**src/fadr_defines.svh**
```systemverilog
// Opcodes, field positions, reset values and counts of the flash read path
`ifndef FADR_DEFINES_SVH
`define FADR_DEFINES_SVH
`define FADR_OP_WREN 8'h06
`define FADR_OP_WRDI 8'h04
`define FADR_OP_EN4B 8'hB7
`define FADR_OP_EX4B 8'hE9
`define FADR_OP_RDEXT 8'hC8
`define FADR_OP_WREXT 8'hC5
`define FADR_OP_SETPAR 8'hC0
`define FADR_OP_RSTEN 8'h66
`define FADR_OP_RST 8'h99
`define FADR_OP_READ 8'h03
`define FADR_OP_READ4 8'h13
`define FADR_OP_FAST 8'h0B
`define FADR_OP_FAST4 8'h0C
`define FADR_OP_DUAL 8'h3B
`define FADR_EXT_RST 8'h00
`define FADR_PAR_RST 2'h0
`define FADR_PAR_LSB 4
`define FADR_DUMMY_SPI 4'h8
`define FADR_DUMMY_QPI_MIN 4'h2
`define FADR_ALEN3 6'h18
`define FADR_ALEN4 6'h20
`define FADR_BYTE_BITS 6'h08
`define FADR_FIFO_DEPTH 32
`define FADR_BYTE_W 8
`endif

```
**src/fadr_pkg.sv**
```systemverilog
// Types shared by the flash read path
package fadr_pkg;
  typedef enum logic [2:0] {
    FADR_ST_CMD,
    FADR_ST_ADDR,
    FADR_ST_DUMMY,
    FADR_ST_OUT,
    FADR_ST_RIN,
    FADR_ST_SKIP
  } fadr_state_t;

  typedef struct packed {
    logic rd;
    logic [31:0] addr;
  } fadr_arr_req_t;
endpackage

```
**src/fadr_fifo.sv**
```systemverilog
// Byte FIFO between array fetch and serial shifter
`timescale 1ns/1ns
`default_nettype none
module fadr_fifo #(
  parameter int WIDTH = 8,
  parameter int DEPTH = 32
) (
  input wire logic clock_i,
  input wire logic nrst_i,
  input wire logic flush_i,
  input wire logic in_valid_i,
  output logic in_ready_o,
  input wire logic [WIDTH-1:0] in_data_i,
  output logic out_valid_o,
  input wire logic out_ready_i,
  output logic [WIDTH-1:0] out_data_o
);
  localparam int AW = $clog2(DEPTH);
  logic [WIDTH-1:0] mem [DEPTH];
  logic [AW-1:0] wp_q, rp_q;
  logic [AW:0] cnt_q;
  logic push, pop;

  // Honest flags from the occupancy count
  assign in_ready_o = (cnt_q != (AW+1)'(DEPTH));
  assign out_valid_o = (cnt_q != '0);
  assign out_data_o = mem[rp_q];
  assign push = in_valid_i && in_ready_o;
  assign pop = out_ready_i && out_valid_o;

  // Storage has no reset; only pointers matter
  always_ff @(posedge clock_i) begin
    if (push) begin
      mem[wp_q] <= in_data_i;
    end
  end

  // Pointers wrap naturally, depth is a power of two
  always_ff @(posedge clock_i or negedge nrst_i) begin
    if (!nrst_i) begin
      wp_q <= '0;
      rp_q <= '0;
      cnt_q <= '0;
    end else if (flush_i) begin
      wp_q <= '0;
      rp_q <= '0;
      cnt_q <= '0;
    end else begin
      if (push) begin
        wp_q <= wp_q + 1'b1;
      end
      if (pop) begin
        rp_q <= rp_q + 1'b1;
      end
      cnt_q <= cnt_q + (AW+1)'(push) - (AW+1)'(pop);
    end
  end
endmodule
`default_nettype wire

```
**src/fadr_top.sv**
```systemverilog
// Serial flash command decode, address modes and read data path
`timescale 1ns/1ns
`default_nettype none
`include "fadr_defines.svh"
module fadr_top (
  input wire logic clock_i,
  input wire logic nrst_i,
  input wire logic sclk_i,
  input wire logic cs_n_i,
  input wire logic [3:0] io_i,
  output logic [3:0] io_o,
  output logic [3:0] io_oe_n_o,
  input wire logic four_wire_command_mode_i,
  input wire logic busy_i,
  output logic write_arm_flag_o,
  output logic address_width_flag_o,
  output logic [7:0] ext_addr_o,
  output fadr_pkg::fadr_arr_req_t arr_req_o,
  input wire logic arr_valid_i,
  input wire logic [7:0] arr_data_i
);
  import fadr_pkg::*;

  logic [2:0] sclk_s;
  logic [1:0] csn_s;
  logic [3:0] io_s1, io_s2;
  logic rise, fall, cs_idle, four_wire_command_mode;
  fadr_state_t st_q;
  logic [31:0] sh_q, sh_n, eff_addr;
  logic [5:0] cnt_q, cnt_n, alen_q;
  logic [3:0] dum_q, olw_q, ocnt_q;
  logic osrc_ext_q, tgt_par_q;
  logic wel_q, ads_q, rsten_q;
  logic [7:0] ext_q, opc, obyte_q, src_byte, cur_byte;
  logic [1:0] par_q;
  logic [3:0] io_q, oe_n_q;
  logic cmd_done, addr_done, rin_done, is_read;
  logic fact_q, pend_q;
  logic [31:0] faddr_q;
  fadr_arr_req_t areq_q;
  logic issue, fifo_in_ready, fifo_out_valid, fifo_pop;
  logic [7:0] fifo_out_data;

  // Pin synchronisers; the link clock is sampled, not used as a clock
  always_ff @(posedge clock_i or negedge nrst_i) begin
    if (!nrst_i) begin
      sclk_s <= 3'h0;
      csn_s <= 2'h3;
      io_s1 <= 4'h0;
      io_s2 <= 4'h0;
    end else begin
      sclk_s <= {sclk_s[1:0], sclk_i};
      csn_s <= {csn_s[0], cs_n_i};
      io_s1 <= io_i;
      io_s2 <= io_s1;
    end
  end

  // Edge detect on the second and third stages only
  assign rise = sclk_s[1] && !sclk_s[2] && !csn_s[1];
  assign fall = !sclk_s[1] && sclk_s[2] && !csn_s[1];
  assign cs_idle = csn_s[1];
  assign four_wire_command_mode = four_wire_command_mode_i;

  // Next shift value: four lanes in four-wire mode, else serial_in_pin on lane zero
  always_comb begin
    if (four_wire_command_mode) begin
      sh_n = {sh_q[27:0], io_s2};
      cnt_n = cnt_q + 6'h04;
    end else begin
      sh_n = {sh_q[30:0], io_s2[0]};
      cnt_n = cnt_q + 6'h01;
    end
  end

  assign opc = sh_n[7:0];
  assign cmd_done = rise && (st_q == FADR_ST_CMD) && (cnt_n == `FADR_BYTE_BITS);
  assign addr_done = rise && (st_q == FADR_ST_ADDR) && (cnt_n == alen_q);
  assign rin_done = rise && (st_q == FADR_ST_RIN) && (cnt_n == `FADR_BYTE_BITS);
  // Short addresses borrow the extended byte as the top byte
  assign eff_addr = (alen_q == `FADR_ALEN4) ? sh_n : {ext_q, sh_n[23:0]};
  assign is_read = !busy_i;

  // Command sequencer, advanced on sampled rising link edges
  always_ff @(posedge clock_i or negedge nrst_i) begin
    if (!nrst_i) begin
      st_q <= FADR_ST_CMD;
      sh_q <= 32'h0;
      cnt_q <= 6'h0;
      alen_q <= `FADR_ALEN3;
      dum_q <= 4'h0;
      olw_q <= 4'h1;
      osrc_ext_q <= 1'b0;
      tgt_par_q <= 1'b0;
    end else if (cs_idle) begin
      st_q <= FADR_ST_CMD;
      cnt_q <= 6'h0;
    end else if (rise) begin
      case (st_q)
        FADR_ST_CMD: begin
          sh_q <= sh_n;
          cnt_q <= cnt_n;
          if (cmd_done) begin
            cnt_q <= 6'h0;
            osrc_ext_q <= 1'b0;
            olw_q <= four_wire_command_mode ? 4'h4 : 4'h1;
            alen_q <= ads_q ? `FADR_ALEN4 : `FADR_ALEN3;
            dum_q <= `FADR_DUMMY_SPI;
            st_q <= FADR_ST_SKIP;
            case (opc)
              `FADR_OP_RDEXT: begin
                osrc_ext_q <= 1'b1;
                st_q <= FADR_ST_OUT;
              end
              `FADR_OP_WREXT: begin
                tgt_par_q <= 1'b0;
                if (wel_q) begin
                  st_q <= FADR_ST_RIN;
                end
              end
              `FADR_OP_SETPAR: begin
                tgt_par_q <= 1'b1;
                if (four_wire_command_mode) begin
                  st_q <= FADR_ST_RIN;
                end
              end
              `FADR_OP_READ: begin
                dum_q <= 4'h0;
                if (!four_wire_command_mode && is_read) begin
                  st_q <= FADR_ST_ADDR;
                end
              end
              `FADR_OP_READ4: begin
                dum_q <= 4'h0;
                alen_q <= `FADR_ALEN4;
                if (!four_wire_command_mode && is_read) begin
                  st_q <= FADR_ST_ADDR;
                end
              end
              `FADR_OP_FAST: begin
                if (four_wire_command_mode) begin
                  dum_q <= {1'b0, par_q, 1'b0} + `FADR_DUMMY_QPI_MIN;
                end
                if (is_read) begin
                  st_q <= FADR_ST_ADDR;
                end
              end
              `FADR_OP_FAST4: begin
                alen_q <= `FADR_ALEN4;
                // Four-wire wrap burst is not served here
                if (!four_wire_command_mode && is_read) begin
                  st_q <= FADR_ST_ADDR;
                end
              end
              `FADR_OP_DUAL: begin
                olw_q <= 4'h2;
                if (!four_wire_command_mode && is_read) begin
                  st_q <= FADR_ST_ADDR;
                end
              end
              default: begin
                st_q <= FADR_ST_SKIP;
              end
            endcase
          end
        end
        FADR_ST_ADDR: begin
          sh_q <= sh_n;
          cnt_q <= cnt_n;
          if (addr_done) begin
            st_q <= (dum_q == 4'h0) ? FADR_ST_OUT : FADR_ST_DUMMY;
          end
        end
        FADR_ST_DUMMY: begin
          dum_q <= dum_q - 4'h1;
          if (dum_q == 4'h1) begin
            st_q <= FADR_ST_OUT;
          end
        end
        FADR_ST_RIN: begin
          sh_q <= sh_n;
          cnt_q <= cnt_n;
          if (rin_done) begin
            st_q <= FADR_ST_SKIP;
          end
        end
        default: begin
          st_q <= st_q;
        end
      endcase
    end
  end

  // Mode flags, extended address byte and read parameters
  always_ff @(posedge clock_i or negedge nrst_i) begin
    if (!nrst_i) begin
      wel_q <= 1'b0;
      ads_q <= 1'b0;
      ext_q <= `FADR_EXT_RST;
      par_q <= `FADR_PAR_RST;
      rsten_q <= 1'b0;
    end else if (cmd_done) begin
      rsten_q <= 1'b0;
      case (opc)
        `FADR_OP_WREN: wel_q <= 1'b1;
        `FADR_OP_WRDI: wel_q <= 1'b0;
        `FADR_OP_EN4B: ads_q <= 1'b1;
        `FADR_OP_EX4B: ads_q <= 1'b0;
        `FADR_OP_RSTEN: rsten_q <= 1'b1;
        `FADR_OP_RST: begin
          // Soft reset only after the enable opcode
          if (rsten_q) begin
            wel_q <= 1'b0;
            ads_q <= 1'b0;
            ext_q <= `FADR_EXT_RST;
            par_q <= `FADR_PAR_RST;
          end
        end
        default: begin
          rsten_q <= 1'b0;
        end
      endcase
    end else if (rin_done) begin
      if (tgt_par_q) begin
        par_q <= sh_n[`FADR_PAR_LSB+1:`FADR_PAR_LSB];
      end else begin
        ext_q <= sh_n[7:0];
      end
    end else if (addr_done && ads_q) begin
      ext_q <= sh_n[31:24];
    end
  end

  assign src_byte = osrc_ext_q ? ext_q : fifo_out_data;
  assign cur_byte = (ocnt_q == 4'h0) ? src_byte : obyte_q;
  assign fifo_pop = fall && (st_q == FADR_ST_OUT) && (ocnt_q == 4'h0) && !osrc_ext_q
    && fifo_out_valid;

  // Output shifter, changes on sampled falling link edges
  always_ff @(posedge clock_i or negedge nrst_i) begin
    if (!nrst_i) begin
      io_q <= 4'h0;
      oe_n_q <= 4'hF;
      obyte_q <= 8'h0;
      ocnt_q <= 4'h0;
    end else if (cs_idle || st_q != FADR_ST_OUT) begin
      // Lanes float during dummy clocks and between frames
      oe_n_q <= 4'hF;
      ocnt_q <= 4'h0;
    end else if (fall) begin
      obyte_q <= cur_byte << olw_q;
      ocnt_q <= ((ocnt_q == 4'h0) ? 4'h8 : ocnt_q) - olw_q;
      case (olw_q)
        4'h2: begin
          io_q <= {2'h0, cur_byte[7], cur_byte[6]};
          oe_n_q <= 4'hC;
        end
        4'h4: begin
          io_q <= cur_byte[7:4];
          oe_n_q <= 4'h0;
        end
        default: begin
          io_q <= {2'h0, cur_byte[7], 1'b0};
          oe_n_q <= 4'hD;
        end
      endcase
    end
  end

  // One array fetch outstanding; FIFO back-pressure stalls fetching
  assign issue = fact_q && !pend_q && fifo_in_ready && !cs_idle;

  always_ff @(posedge clock_i or negedge nrst_i) begin
    if (!nrst_i) begin
      fact_q <= 1'b0;
      pend_q <= 1'b0;
      faddr_q <= 32'h0;
      areq_q <= '0;
    end else begin
      areq_q.rd <= issue;
      if (cs_idle) begin
        fact_q <= 1'b0;
      end else if (addr_done) begin
        fact_q <= 1'b1;
        faddr_q <= eff_addr;
      end else if (issue) begin
        areq_q.addr <= faddr_q;
        faddr_q <= faddr_q + 32'h1;
      end
      if (issue) begin
        pend_q <= 1'b1;
      end else if (arr_valid_i) begin
        pend_q <= 1'b0;
      end
    end
  end

  fadr_fifo #(
    .WIDTH(`FADR_BYTE_W),
    .DEPTH(`FADR_FIFO_DEPTH)
  ) u_fifo (
    .clock_i(clock_i),
    .nrst_i(nrst_i),
    .flush_i(cs_idle),
    .in_valid_i(arr_valid_i && pend_q && fact_q),
    .in_ready_o(fifo_in_ready),
    .in_data_i(arr_data_i),
    .out_valid_o(fifo_out_valid),
    .out_ready_i(fifo_pop),
    .out_data_o(fifo_out_data)
  );

  assign io_o = io_q;
  assign io_oe_n_o = oe_n_q;
  assign write_arm_flag_o = wel_q;
  assign address_width_flag_o = ads_q;
  assign ext_addr_o = ext_q;
  assign arr_req_o = areq_q;
endmodule
`default_nettype wire

```
**config.mk**
```make
export PLATFORM = sky130hd
export DESIGN_NAME = fadr_top
export DESIGN_NICKNAME = d
export VERILOG_FILES = /design/src/fadr_pkg.sv /design/src/fadr_fifo.sv /design/src/fadr_top.sv
export VERILOG_INCLUDE_DIRS = /design/src /design/src/src
export SDC_FILE = /design/constraint.sdc
export NUM_CORES = 1
export LEC_CHECK = 0
export BUFFER_PORTS_ARGS = -buffer_cell sky130_fd_sc_hd__buf_2
export CAP_MARGIN = 20
export CELL_PAD_IN_SITES_DETAIL_PLACEMENT = 1
export CELL_PAD_IN_SITES_GLOBAL_PLACEMENT = 1
export CORE_MARGIN = 3
export CORE_UTILIZATION = 30
export DETAILED_ROUTE_END_ITERATION = 8
export PLACE_DENSITY = 0.53
export SYNTH_ARGS = -nofsm -noshare
export SYNTH_HDL_FRONTEND = slang
export SYNTH_SLANG_ARGS = --single-unit
```
**constraint.sdc**
```tcl
create_clock -name clock_i -period 3 [get_ports clock_i]
set_clock_uncertainty 0.2 [all_clocks]
set_input_delay 0.15 -clock clock_i [delete_from_list [all_inputs] [get_ports clock_i]]
set_output_delay 0.15 -clock clock_i [all_outputs]
set_load 0.01 [all_outputs]
```
==> impl_summary.md <==
Logic synthesis
The number of distinct library cell variants in the gate-level netlist after synthesis is 78. In this run, synthesis produced a sequential element count of 435. The main flop type after synthesis is edfxtp_1.

For this run, the number of Yosys warnings is 0. The sequential-to-total area share from yosys stat is 63.5%. The average cell area after synthesis is between 10 and 15 um^2. In the synthesized netlist, the number of instances is ~1400. The synthesized netlist net count is 1454.

The number of enable-type register cells in the synthesized netlist is about 260. The post-synthesis async set-or-reset flop share is 41.1%. The mapped netlist covers 19200 um^2.

Final layout
For this run, the post-layout net count is 1651. The library cell used most frequently in the layout, excluding fill and tap cells, is edfxtp_1. The antenna diode count is 0. The final instance area is 23900 um^2. From synthesis to final layout, the design area changed by 24.8%. The count of fill cells added during filler insertion is ~6700.

The library cells used most frequently in the layout, excluding fill and tap cells, are edfxtp_1 (256), dfrtp_1 (169), nor2_1 (152). Cells with a size suffix above 1 make up 27.0% of the layout.

Pwr
Sequential cells account for 48.0% of the total power. In this run switching power makes up 22.8% of total power. Dividing total power by cell area gives a power density of 580 nW/um^2. The maximum vdd ir drop is 0.416 mV. Combinational logic burns 5.6% of the power.

For this design the static power due to leakage is 8.81 nW. The share of total power dissipated in the clock network is 46.4%. For this design the total switching power over the nets is 3.16 mW. Cell internal power was estimated by the tool at 10.7 mW.

Place
After detailed placement, the total cell area comes to between 20000 and 25000 um^2. Timing analysis after detailed placement gives a worst setup slack of -0.113 ns. At the end of routability-driven placement, the weighted congestion stood at 0.806.

Summed over all nets, the half-perimeter wirelength after detailed placement is 36.2 mm. Buffers placed on the I/O ports in this run total 69.

Clock network
CTS placed an instance of clkbuf_16 at the clock tree root. The clock slew at the register clock pins of the worst setup and hold paths is 0.06 ns. In this run the number of H-tree levels came out at 2. The TritonCTS buffer count is slightly above 50.

TritonCTS built the clock tree. The count of clock tree sinks is approximately 440. The maximum number of buffers from clock root to sink is 3.

At the later pin of the worst-skew pair, clock insertion delay measures slightly below 0.6 ns.

Route
Wires add up to 54.4 mm. The first routing iteration left 670 violations. Before antenna repair, the detailed router went through 6 iterations. The count of unresolved DRC violations after routing is 0.

The wire length per cell is around 22 um. The remaining antenna violation count is 0. Using the TritonRoute via totals, the vias-per-cell ratio works out to 4.96. The total via count in the routed design is 12300.

Flow run
The number of max-cap violations is 0.

Setup path
The delay of the slowest cell on the worst path is just over 0.4 ns. The signal on the critical path passes through ha_4 -> or3b_4 -> a221oi_4 -> buf_4 -> nand4_1 -> buf_4 -> nor4_4 -> buf_6 -> clkbuf_16 -> o21ai_2 -> mux2_4. The worst setup path is captured at a flop. The critical path is of the reg2reg type. The critical path data required time is 3.28 ns. Data on the critical path arrives at its endpoint at approximately 3.3 ns. The setup slack on the worst flop-to-flop path is -0.01 ns.

The largest individual stage delay along the critical path comes from the cell dfrtp_1. The most frequent cell on the critical path is buf_4. The worst setup path is launched from a flop.

The worst register-to-register path begins at cnt_q[0]. Of all nets on the critical path, the largest fanout is 5. The logic depth of the worst register-to-register path is 11. The worst register-to-register path ends at ext_addr_o[0].

Floorplan
The core footprint is around 63000 um^2. The die covers 67000 um^2. The total I/O pin count is 70. The floorplan step set the die width to 259 um. Measured along the y axis, the die boundary spans 259 um.

In this run the core area contains 92 standard-cell rows. Once the floorplan was initialized, standard cells occupied a little over 30% of the core.

STA
Based on the critical path, the design can be clocked at up to 332 MHz. The final critical-path share of the clock period is 100%. At the pin with the least slew margin, the transition time is 1.01 ns. Setup repair after global routing could not meet its margin everywhere. The final setup slack of the worst path is -0.0127 ns. The final number of max-transition violations is 0. Headroom to the max-slew limit came out at 32.4%. The minimum clock period after layout is between 3 and 4 ns. The final hold violation count was 0. Setup violations remaining at the end of the flow were counted as 4.

Min path
In this run the most critical hold path is launched from arr_data_i[3]. The worst min-delay path category is in2reg. The worst-case hold path end point is u_fifo.mem[18][3].

The worst hold path stage count is 1.

Global route
The first global-routing pass estimated 83.0 mm of wire. Global routing finished with a remaining overflow of 0. The largest net degree at the start of global routing is 68. The number of antenna violations at the first check in global routing is 0. The number of global-route vias before repair is 13300.

The total track usage is 16.1%.

Outcome
The run finished, with violations left. The checks that failed: setup timing.
-- sequential cells by signal (all words and copies together), names as in the netlist, 4 cells and up --
signal	cells
dum_q	4
io_s1	4
cnt_q	6
u_fifo.wp_q	5
io_o	4
faddr_q	32
u_fifo.rp_q	5
sh_q	31
ext_addr_o	8
io_s2	4
ocnt_q	4
u_fifo.cnt_q	6
arr_req_o	33
u_fifo.mem	256
obyte_q	8
-- metrics by stage --
step                      hold slack, ns  total power, mW  setup TNS, ns  std cells  util (%)
after floorplan                   -0.346             7.11              0       1410         -
after global placement           -0.0324             7.48         -0.184       2353      33.6
after detailed placement         -0.0292             7.50          -3.77       2353      33.6
after CTS                        0.00167             14.0         -0.192       2472      36.9
after global routing              0.0219             14.4          -1.45       2489      37.9
final                             0.0290             13.9        -0.0324       2489      37.9
-- metal layers --
metal	routed length, um	track usage [%]	vias to the layer above
li1	-	-	5650
met1	24300	21.3	6407
met2	27000	27.8	203
met3	1790	2.27	74
met4	1300	4.24	0
met5	0	0	-
-- cell usage after synthesis, types with 11 or more instances --
master | number | area (um^2)
edfxtp_1 | 256 | 7690
dfrtp_1 | 172 | 4300
nor2_1 | 159 | 597
nand2_1 | 100 | 375
a21oi_1 | 74 | 370
mux2i_1 | 69 | 691
mux4_2 | 50 | 1130
clkbuf_1 | 44 | 165
o21ai_1 | 36 | 180
mux2_1 | 35 | 394
nand3_1 | 34 | 170
mux2_2 | 30 | 338
inv_1 | 26 | 97.6
xor2_1 | 26 | 228
ha_1 | 23 | 288
xnor2_1 | 20 | 175
nor3_1 | 17 | 85.1
o21ai_0 | 17 | 85.1
buf_2 | 16 | 80.1
a31oi_1 | 11 | 68.8
nand4_1 | 11 | 68.8
-- kinds of logic after synthesis --
group	Yosys count	synth area share, %
AOI/OAI and AO/OA	222	7.43
xor gates and xnor gates	47	2.22
adders and majority gates	25	1.71
buffers and inverters	103	2.34
DFF	435	63.5
muxes	184	13.3
and+or+nand+nor	394	9.47
-- worst max-delay path, delay by kind of cell, from the launching register on --
family | cells | cell delay [ns]
simple gates | 3 | 0.73
buf+inv | 4 | 0.71
flops | 1 | 0.41
compound gates | 2 | 0.32
mux | 1 | 0.26
fa+ha+maj | 1 | 0.25
-- cell type report --
class	count	area, um^2	area share (%)
Clock buffer	65	1400	5.86
Clock inverter	24	325	1.36
Inverter	30	113	0.471
Multi-Input combinational cell	873	6970	29.1
Sequential cell	435	12200	50.9
Tap cell	846	1060	4.42
Timing Repair Buffer	216	1870	7.82
-- how the worst max path moves through the flow --
| stage | start | end | slack (ns) | depth (start not counted) |
|---|---|---|---|---|
| 6_report | cnt_q[0] | ext_addr_o[0] | -0.01 | 11 |
| 3_5_place_dp | cnt_q[0] | arr_req_o[23] | -0.11 | 7 |
| 5_1_grt | cnt_q[0] | dum_q[2] | -0.14 | 11 |
| 3_3_place_gp | u_fifo.rp_q[0] | obyte_q[5] | -0.07 | 9 |
| 2_1_floorplan | st_q[2] | u_fifo.cnt_q[5] | 0.01 | 14 |
| 4_1_cts | cnt_q[1] | dum_q[2] | -0.03 | 10 |
-- what timing repair did --
item	in CTS	in global routing
hold endpoints to repair	411	0
cloned	1	7
hold buffers	21	0
setup endpoints to repair	56	74
buffers inserted	8	11
gates resized for setup	18	80
pin swaps	7	23
-- power groups by stage --
stage	clock network [mW]	logic, mW	registers, mW
detailed placement	0	0.725	6.78
finish	6.44	0.770	6.66
CTS	6.61	0.759	6.66
global placement	0	0.708	6.77
global route	6.86	0.856	6.68
floorplan	0	0.379	6.73
No activity file was read; power rests on OpenSTA's default activity.
